### src/logic/lvmc_pkg.sv
package lvmc_pkg;
	// register byte offsets (word aligned)
	localparam logic [7:0] lvmc_status_offset = 8'h00; // voltage_monitor_status
	localparam logic [7:0] lvmc_config_offset = 8'h04; // config_register_one / two bits
	localparam logic [7:0] lvmc_irq_status_offset = 8'h08; // sticky event bits
	localparam logic [7:0] lvmc_irq_mask_offset = 8'h0C; // event mask
	localparam logic [7:0] lvmc_mode_offset = 8'h10; // wait / stop mode view
	// status register field positions
	localparam int lvmc_ack_bit = 0; // toggle_irq_ack, write only
	localparam int lvmc_ie_bit = 1; // toggle_irq_enable
	localparam int lvmc_if_bit = 6; // toggle_irq_flag
	localparam int lvmc_out_bit = 7; // low_supply_flag
	// config register field positions
	localparam int lvmc_pwrd_bit = 0; // monitor_power_down
	localparam int lvmc_rstd_bit = 1; // monitor_reset_disable
	localparam int lvmc_stop_bit = 2; // monitor_stop_enable
	localparam int lvmc_sel_lsb = 4; // trip_level_select[1:0]
	// trip selection encodings
	localparam logic [1:0] lvmc_sel_3v = 2'h0;
	localparam logic [1:0] lvmc_sel_5v = 2'h1;
	// sticky event bit positions
	localparam int lvmc_ev_fall = 0; // low_supply_flag went 0 to 1
	localparam int lvmc_ev_rise = 1; // low_supply_flag went 1 to 0
	localparam int lvmc_ev_reset = 2; // monitor reset requested
	localparam int lvmc_ev_count = 3;
	// reset values
	localparam logic [7:0] lvmc_config_reset = 8'h00; // monitoring on, resets on, 3V
	localparam logic [lvmc_ev_count-1:0] lvmc_mask_reset = 3'h0;
	// ahb transfer codes
	localparam logic [1:0] lvmc_htrans_nonseq = 2'h2;
	localparam logic [2:0] lvmc_hsize_word = 3'h2;
	// comparator pair as seen by the block
	typedef struct packed {
		logic below_fall; // supply under falling_trip_level
		logic above_rise; // supply over rising_trip_level
	} lvmc_cmp_type;
	// low power mode inputs
	typedef struct packed {
		logic wait_mode;
		logic stop_mode;
	} lvmc_mode_type;
endpackage

### src/logic/lvmc_monitor.sv
`timescale 1ns/1ps
module lvmc_monitor
	import lvmc_pkg::*;
(
	input wire logic hclk,
	input wire logic hresetn,
	// ahb-lite slave
	input wire logic hsel,
	input wire logic [7:0] haddr,
	input wire logic [1:0] htrans,
	input wire logic hwrite,
	input wire logic [2:0] hsize,
	input wire logic [31:0] hwdata,
	input wire logic hready,
	output logic [31:0] hrdata,
	output logic hreadyout,
	output logic hresp,
	// analog comparators, asynchronous
	input wire lvmc_cmp_type cmp_async,
	// processor low power state
	input wire lvmc_mode_type cpu_mode,
	// to core and reset controller
	output logic toggle_irq_request,
	output logic monitor_reset_request,
	output logic reset_pin_n_out,
	output logic reset_pin_oe,
	output logic wake_request,
	output logic irq,
	output logic monitor_enable_out,
	output logic [1:0] trip_level_select_out
);

	// two flop synchronisers; stage one feeds only stage two
	lvmc_cmp_type cmp_meta;
	lvmc_cmp_type cmp_sync;
	// configuration bits
	logic monitor_power_down;
	logic monitor_reset_disable;
	logic monitor_stop_enable;
	logic [1:0] trip_level_select;
	// status bits
	logic low_supply_flag;
	logic toggle_irq_flag;
	logic toggle_irq_enable;
	logic monitor_reset_hold;
	logic [lvmc_ev_count-1:0] irq_status;
	logic [lvmc_ev_count-1:0] irq_mask;
	// ahb data phase capture
	logic dp_write;
	logic dp_read;
	logic [7:0] dp_addr;
	// derived
	logic monitor_active;
	logic next_low_supply_flag;
	logic flag_toggle;
	logic [lvmc_ev_count-1:0] events;
	logic wr_status;
	logic wr_config;
	logic wr_irq_status;
	logic wr_irq_mask;
	logic addr_phase;

	// bring comparator outputs into hclk before anything looks at them
	always_ff @(posedge hclk or negedge hresetn) begin
		if (!hresetn) begin
			cmp_meta <= '0;
			cmp_sync <= '0;
		end else begin
			cmp_meta <= cmp_async;
			cmp_sync <= cmp_meta;
		end
	end

	// monitor gated by power-down, and by stop unless stop-enable is set
	always_comb begin
		monitor_active = !monitor_power_down;
		if (cpu_mode.stop_mode && !monitor_stop_enable) begin
			monitor_active = 1'b0;
		end
	end

	// hysteresis: set below falling level, clear above rising, else keep
	always_comb begin
		next_low_supply_flag = low_supply_flag;
		if (!monitor_active) begin
			next_low_supply_flag = low_supply_flag; // frozen while monitor is off
		end else if (cmp_sync.below_fall) begin
			next_low_supply_flag = 1'b1;
		end else if (cmp_sync.above_rise) begin
			next_low_supply_flag = 1'b0;
		end
	end

	assign flag_toggle = next_low_supply_flag != low_supply_flag;

	// ahb address phase accepted when selected, ready and nonseq/seq
	assign addr_phase = hsel && hready && htrans[1];
	assign wr_status = dp_write && (dp_addr == lvmc_status_offset);
	assign wr_config = dp_write && (dp_addr == lvmc_config_offset);
	assign wr_irq_status = dp_write && (dp_addr == lvmc_irq_status_offset);
	assign wr_irq_mask = dp_write && (dp_addr == lvmc_irq_mask_offset);

	// latch the address phase for the following data phase
	always_ff @(posedge hclk or negedge hresetn) begin
		if (!hresetn) begin
			dp_write <= 1'b0;
			dp_read <= 1'b0;
			dp_addr <= 8'h00;
		end else begin
			dp_write <= addr_phase && hwrite;
			dp_read <= addr_phase && !hwrite;
			dp_addr <= {haddr[7:2], 2'h0};
		end
	end

	// zero wait states, always okay
	assign hreadyout = 1'b1;
	assign hresp = 1'b0;

	// configuration; hresetn stands for power-on reset, so 3V comes back each time
	always_ff @(posedge hclk or negedge hresetn) begin
		if (!hresetn) begin
			monitor_power_down <= lvmc_config_reset[lvmc_pwrd_bit];
			monitor_reset_disable <= lvmc_config_reset[lvmc_rstd_bit];
			monitor_stop_enable <= lvmc_config_reset[lvmc_stop_bit];
			trip_level_select <= lvmc_config_reset[lvmc_sel_lsb +: 2];
		end else if (wr_config) begin
			monitor_power_down <= hwdata[lvmc_pwrd_bit];
			monitor_reset_disable <= hwdata[lvmc_rstd_bit];
			monitor_stop_enable <= hwdata[lvmc_stop_bit];
			trip_level_select <= hwdata[lvmc_sel_lsb +: 2];
		end
	end

	// output flag register
	always_ff @(posedge hclk or negedge hresetn) begin
		if (!hresetn) begin
			low_supply_flag <= 1'b0;
		end else begin
			low_supply_flag <= next_low_supply_flag;
		end
	end

	// monitor reset: armed on the falling trip, held until the rising trip
	always_ff @(posedge hclk or negedge hresetn) begin
		if (!hresetn) begin
			monitor_reset_hold <= 1'b0;
		end else if (!monitor_active || monitor_reset_disable) begin
			monitor_reset_hold <= 1'b0;
		end else if (cmp_sync.below_fall) begin
			monitor_reset_hold <= 1'b1;
		end else if (cmp_sync.above_rise) begin
			monitor_reset_hold <= 1'b0;
		end
	end

	// hold through the band between levels, and at reset release if still low
	assign monitor_reset_request = monitor_reset_hold;
	// active-low reset pin pulled while the reset is held, released otherwise
	assign reset_pin_n_out = 1'b0;
	assign reset_pin_oe = monitor_reset_hold;

	// toggle flag; a new toggle beats a same-cycle acknowledge
	always_ff @(posedge hclk or negedge hresetn) begin
		if (!hresetn) begin
			toggle_irq_flag <= 1'b0;
		end else if (flag_toggle) begin
			toggle_irq_flag <= 1'b1;
		end else if (wr_status && hwdata[lvmc_ack_bit]) begin
			toggle_irq_flag <= 1'b0;
		end
	end

	// interrupt enable; a monitor reset clears it so reset wins over interrupt
	always_ff @(posedge hclk or negedge hresetn) begin
		if (!hresetn) begin
			toggle_irq_enable <= 1'b0;
		end else if (monitor_reset_hold) begin
			toggle_irq_enable <= 1'b0;
		end else if (wr_status) begin
			toggle_irq_enable <= hwdata[lvmc_ie_bit];
		end
	end

	// request is gated off during a monitor reset as well
	assign toggle_irq_request = toggle_irq_flag && toggle_irq_enable && !monitor_reset_hold;
	// either source can pull the core out of wait or stop
	assign wake_request = (toggle_irq_request || monitor_reset_hold)
		&& (cpu_mode.wait_mode || cpu_mode.stop_mode);

	// event vector for the sticky status register
	always_comb begin
		events = '0;
		events[lvmc_ev_fall] = flag_toggle && next_low_supply_flag;
		events[lvmc_ev_rise] = flag_toggle && !next_low_supply_flag;
		events[lvmc_ev_reset] = cmp_sync.below_fall && monitor_active && !monitor_reset_disable;
	end

	// sticky bits, write one to clear; set wins over clear per bit
	genvar gi;
	generate
		for (gi = 0; gi < lvmc_ev_count; gi++) begin : g_sticky
			always_ff @(posedge hclk or negedge hresetn) begin
				if (!hresetn) begin
					irq_status[gi] <= 1'b0;
				end else if (events[gi]) begin
					irq_status[gi] <= 1'b1;
				end else if (wr_irq_status && hwdata[gi]) begin
					irq_status[gi] <= 1'b0;
				end
			end
		end
	endgenerate

	// mask register
	always_ff @(posedge hclk or negedge hresetn) begin
		if (!hresetn) begin
			irq_mask <= lvmc_mask_reset;
		end else if (wr_irq_mask) begin
			irq_mask <= hwdata[lvmc_ev_count-1:0];
		end
	end

	// level interrupt from unmasked sticky bits
	assign irq = |(irq_status & irq_mask);

	assign monitor_enable_out = monitor_active;
	assign trip_level_select_out = trip_level_select;

	// read data during the data phase; ack bit always reads zero
	always_comb begin
		hrdata = 32'h0000_0000;
		if (dp_read) begin
			unique case (dp_addr)
				lvmc_status_offset: begin
					hrdata[lvmc_out_bit] = low_supply_flag;
					hrdata[lvmc_if_bit] = toggle_irq_flag;
					hrdata[lvmc_ie_bit] = toggle_irq_enable;
					hrdata[lvmc_ack_bit] = 1'b0;
				end
				lvmc_config_offset: begin
					hrdata[lvmc_pwrd_bit] = monitor_power_down;
					hrdata[lvmc_rstd_bit] = monitor_reset_disable;
					hrdata[lvmc_stop_bit] = monitor_stop_enable;
					hrdata[lvmc_sel_lsb +: 2] = trip_level_select;
				end
				lvmc_irq_status_offset: begin
					hrdata[lvmc_ev_count-1:0] = irq_status;
				end
				lvmc_irq_mask_offset: begin
					hrdata[lvmc_ev_count-1:0] = irq_mask;
				end
				lvmc_mode_offset: begin
					hrdata[1:0] = {cpu_mode.wait_mode, cpu_mode.stop_mode};
				end
				default: begin
					hrdata = 32'h0000_0000; // unmapped reads zero
				end
			endcase
		end
	end

endmodule // lvmc_monitor

### config.mk
export PLATFORM = sky130hd
export DESIGN_NAME = lvmc_monitor
export DESIGN_NICKNAME = d
export VERILOG_FILES = /design/src/logic/lvmc_pkg.sv /design/src/logic/lvmc_monitor.sv
export SDC_FILE = /design/constraint.sdc
export NUM_CORES = 1
export LEC_CHECK = 0
export BUFFER_PORTS_ARGS = -buffer_cell sky130_fd_sc_hd__buf_2
export CAP_MARGIN = 20
export CORE_ASPECT_RATIO = 1.5
export CORE_MARGIN = 3
export CORE_UTILIZATION = 44
export DETAILED_ROUTE_END_ITERATION = 10
export PLACE_DENSITY = 0.9
export REMOVE_ABC_BUFFERS = 1
export SLEW_MARGIN = 5
export SYNTH_ARGS = -nofsm -noshare
export SYNTH_HDL_FRONTEND = slang
export SYNTH_SLANG_ARGS = --single-unit
export TNS_END_PERCENT = 20
### constraint.sdc
create_clock -name hclk -period 2.3 [get_ports hclk]
set_input_delay 0 -clock hclk [delete_from_list [all_inputs] [get_ports hclk]]
set_output_delay 0 -clock hclk [all_outputs]
set_load 0.01 [all_outputs]
==> After elaboration in Yosys (flattened, before gate mapping) <==
Cells that the tools add are included.
Widths: inputs -> output; s select.
{ "op_classes": {"n_shift": 0, "eq_ne": 5, "n_div": 0, "bitwise": 1, "order_cmp": 0, "n_mul": 0, "muxes": 22, "n_addsub": 0, "reduce_logical": 38} }
{ "op_table": {"columns": ["cell", "count"], "rows": [
  ["$logic_and 1x1->1", 20],
  ["$mux 1", 17],
  ["$eq 6x2->1 const B", 2],
  ["$pmux 2 s5", 1],
  ["$reduce_bool 2->1", 5],
  ["$logic_not 8->1", 1],
  ["$mux 8", 1],
  ["$logic_not 1->1", 7],
  ["$eq 6x1->1 const B", 1],
  ["$eq 6x3->1 const B", 1],
  ["$mux 2", 2],
  ["$and 3x3->3", 1],
  ["$logic_or 1x1->1", 3],
  ["$pmux 1 s3", 1],
  ["$reduce_bool 3->1", 1],
  ["$reduce_or 3->1", 1],
  ["$ne 1x1->1", 1]
]} }
{ "word_totals": {"n_memories": 0, "ff_bits": 27, "ramBits": 0, "mem_bits_ro": 0, "output_inout_bits": 43, "in_bits": 54, "wordCells": 85, "latchBits": 0} }

==> Longest topological paths before layout <==
{ "depth": {"depth_word": 7, "mapped_depth": 6} }

==> Worst setup path after synthesis <==
Ideal clock, no wire load.
{ "synth_path": {"path_kind": "register to register", "startpoint": "register monitor_stop_enable", "endpoint": "register toggle_irq_flag", "path_slack_ps": 794, "arrival_ps": 1424, "synth_period_minus_slack_ps": 1506, "path_buffers": 0, "path_stages_with_launch": 7, "setup_time_ps": 82, "t_required_ps": 2218, "path_cell_list": "dfrtp_1 -> inv_1 -> a21oi_1 -> a22o_1 -> ha_1 -> nor2b_1 -> a31oi_1"} }
{ "synth_via": {"elab_chain_len": 6, "elab_cells_between_ends": 7} }
{ "synth_lines": {"columns": ["element", "line", "text"], "rows": [
  ["start, declared", "lvmc_monitor.sv:39", "logic monitor_stop_enable;"],
  ["start signal, assigned", "lvmc_monitor.sv:125", "monitor_stop_enable <= lvmc_config_reset[lvmc_stop_bit];"],
  ["start signal, assigned", "lvmc_monitor.sv:130", "monitor_stop_enable <= hwdata[lvmc_stop_bit];"],
  ["$logic_not 1->1 (*)", "lvmc_monitor.sv:77", "if (cpu_mode.stop_mode && !monitor_stop_enable) begin"],
  ["$logic_and 1x1->1 (*)", "lvmc_monitor.sv:77", null],
  ["$mux 1 (*)", "lvmc_monitor.sv:77", null],
  ["net monitor_enable_out", "lvmc_monitor.sv:29", "output logic monitor_enable_out,"],
  ["$mux 1 (*)", "lvmc_monitor.sv:85", "if (!monitor_active) begin"],
  ["net next_low_supply_flag", "lvmc_monitor.sv:54", "logic next_low_supply_flag;"],
  ["$ne 1x1->1 (*)", "lvmc_monitor.sv:94", "assign flag_toggle = next_low_supply_flag != low_supply_flag;"],
  ["$mux 1 / $reduce_bool 2->1 (equally long branches)", null, null],
  ["end signal, assigned", "lvmc_monitor.sv:166", "toggle_irq_flag <= 1'b0;"],
  ["end signal, assigned", "lvmc_monitor.sv:168", "toggle_irq_flag <= 1'b1;"],
  ["end signal, assigned", "lvmc_monitor.sv:170", "toggle_irq_flag <= 1'b0;"],
  ["end, declared", "lvmc_monitor.sv:43", "logic toggle_irq_flag;"]
]} }
Mark *: on every way through the listed nets, which the timed path passes. The rest lies on a longest branch.
A chain may end at the register's enable or synchronous reset.

==> Final worst setup path <==
{ "layout_path": {"startpoint": "register dp_addr[7]", "endpoint": "output hrdata[7]"} }
{ "layout_via": {"elab_chain_len": 3} }
{ "layout_lines": {"columns": ["element", "line", "text"], "rows": [
  ["start, declared", "lvmc_monitor.sv:51", "logic [7:0] dp_addr;"],
  ["start signal, assigned", "lvmc_monitor.sv:112", "dp_addr <= {haddr[7:2], 2'h0};"],
  ["$logic_not 8->1", "lvmc_monitor.sv:234", "unique case (dp_addr)"],
  ["$mux 2", "lvmc_monitor.sv:234", null],
  ["$mux 8", "lvmc_monitor.sv:233", "if (dp_read) begin"],
  ["end, declared", "lvmc_monitor.sv:15", "output logic [31:0] hrdata,"]
]} }
No other way between the ends.

==> out/results.txt <==
Overall power = 910 uW
Final setup TNS = 0 ps
First-pass DRT Iterations = 4
Hold Slack = 24.2 ps
Gate Count Post-Synth = 134
Final Util = 0.575
Netlist cell types = 31
Yosys warning total = 0
Seq/Total Area, Yosys = 0.474
DP Worst Slack = 706 ps
Commonest non-fill, non-tap cell in the layout = buf_2
MaxCap Viol Count = 0
Synthesized area = 1430 um^2
Status = finished, final reports clean
Slew @ Worst Pin = 593 ps
Final min period = 1730 ps
Via count of the first global-routing pass = 1,029
Async S/R FF share, synth = 1.00
Die Y = 75.7 um
Number of flops mapped to enable cells by yosys = 0
Clk root buf = clkbuf_8
Peak supply drop = 0.328 mV
Max frequency = 577 MHz
RSZ-0062 raised after global routing = false
Critical-path cell list = nor4_4 > buf_4 > nand2_1 > nor4_1 > buf_2
Synth area leaders = dfrtp_1, buf_4, mux2_2
Clock Latency Late Sink = 270 ps
IO Count = 97
DIE WIDTH = 52.5 um
Final Hold Fails = 0
GRT Resource Usage Total = 0.150
CTS tree = yes
Net count, final = 241
Wire per inst = 13.0 um
Data arrival, critical path = 1730 ps
Placed wire-length estimate = 2.17 mm
Post-CTS Setup Bufs = 0
Antenna violations before repair = 0
H-tree depth = 1
Die area = 3970 um^2
Crit-path max FO = 8
Slew headroom = 0.605
Most frequent cells in the layout = buf_2, conb_1, dfrtp_1
Post-synth top area cell = dfrtp_1
Worst min path class = primary input to register
# DRC = 0
Crit end category = output port
CP Launch Type = register
N_diodes = 0
Largest net degree at the start of global routing = 28
Main flop type after synthesis = dfrtp_1
Via count of the routed design = 1,057
Row cnt = 24
Post-CTS Resized = 0
CP max-delay cell = dfrtp_1
Critical Path Max Stage Delay = 410 ps
DRT iter0 DRCs = 21
Routed WL = 2.91 mm
Post-route ant nets = 0
Vias per std cell = 4.74
Starting Density = 0.475
Leak = 0.000840 uW
Final worst slack = 566 ps
P per Cell Area = 527 nW/um^2
Layout cells sized above 1 = 0.283
Syn Area/Cell = 10.6 um^2
Area Growth Syn to Fin = 21.2%
CTS clk-pin slew, worst paths = 80 ps
Setup Viol. Count Final = 0
GPL Wtd Cong = 0.843
PortBufs = 35
Global-route wire length before repair = 4.36 mm
Hold-fix buffers, CTS = 16
CTS Sinks = 27
Final worst path period share = 0.754
Clock buffer depth = 2
Skew final = 1.26 ps
Kind of critical path = register to output port
Area share of the largest cell type after synthesis = 0.474
Core ar. = 3000 um^2
Slew Viols, Final = 0
TritonCTS Buffers = 3
CP Data Required Time = 2300 ps
Yosys reg bits = 27
GRT Residual Overflow = 0
## worst paths after layout
check / from / to / slack [ps] / depth (start not counted)
worst min-delay path: hwdata[2] / monitor_stop_enable / 20 / 2
worst max register to register: monitor_stop_enable / toggle_irq_flag / 690 / 6
max in group asynchronous: hresetn / dp_addr[6] / 1650 / 2
worst min register to register: cmp_meta[0] / cmp_sync[0] / 350 / 0
worst max-delay path: dp_addr[7] / hrdata[7] / 570 / 5
min in group asynchronous: hresetn / low_supply_flag / 260 / 2
## registers in the layout, indices dropped and copies added (netlist names), 2 cells and up
register,flops
cmp_meta,2
cmp_sync,2
irq_status,3
irq_mask,3
dp_addr,6
trip_level_select_out,2
## area by class of cell
class                      count  area (um^2)
multi-input combinational     93          584
sequential                    27          676
timing repair buffer          52          343
clock buffer                   4         45.0
tap                           39         48.8
inverter                       8         30.0
fill                         285         1280
## logic make-up after synthesis
family	synth area share
buf+inv	0.184
simple gates	0.137
mux	0.102
fa+ha+maj	0.0176
flops	0.474
compound gates	0.0799
other cells	0.00527
## synthesized netlist by cell type, types with 2 or more instances
| cell | count |
|---|---|
| a21o_1 | 2 |
| a22oi_1 | 2 |
| a21oi_1 | 4 |
| inv_1 | 8 |
| mux2_2 | 12 |
| dfrtp_1 | 27 |
| nand2_1 | 2 |
| buf_4 | 29 |
| nor2b_1 | 3 |
| nand2b_1 | 2 |
| nand4_1 | 4 |
| buf_2 | 3 |
| conb_1 | 2 |
| ha_1 | 2 |
| nand3_1 | 7 |
| a31oi_1 | 2 |
| nor2_1 | 9 |
## critical path: cells and delay by family (launching register included)
| family | cells | cell delay [ps] |
|---|---|---|
| flops | 1 | 410 |
| simple gates | 3 | 650 |
| buf+inv | 2 | 400 |
## stage by stage
step	cell area, um^2	std cells
2_1_floorplan	1290	128
3_3_place_gp	1520	203
3_5_place_dp	1520	203
4_1_cts	1730	223
5_1_grt	1730	223
6_report	1730	223
## per-layer routing
| layer | vias to the layer above | global-route usage | wire, um |
|---|---|---|---|
| met5 | - | 0 | 0 |
| met4 | 0 | 0.0682 | 43 |
| met3 | 6 | 0.0176 | 226 |
| met2 | 57 | 0.291 | 1630 |
| met1 | 493 | 0.157 | 1010 |
| li1 | 501 | - | - |
## power breakdown
| group | internal (uW) | switching (uW) | leakage [uW] |
|---|---|---|---|
| combinational | 60.9 | 70.3 | 0.000506 |
| sequential | 495 | 22.4 | 0.000311 |
| clock | 124 | 137 | 0.0000228 |
No activity file was read; power rests on OpenSTA's default activity.
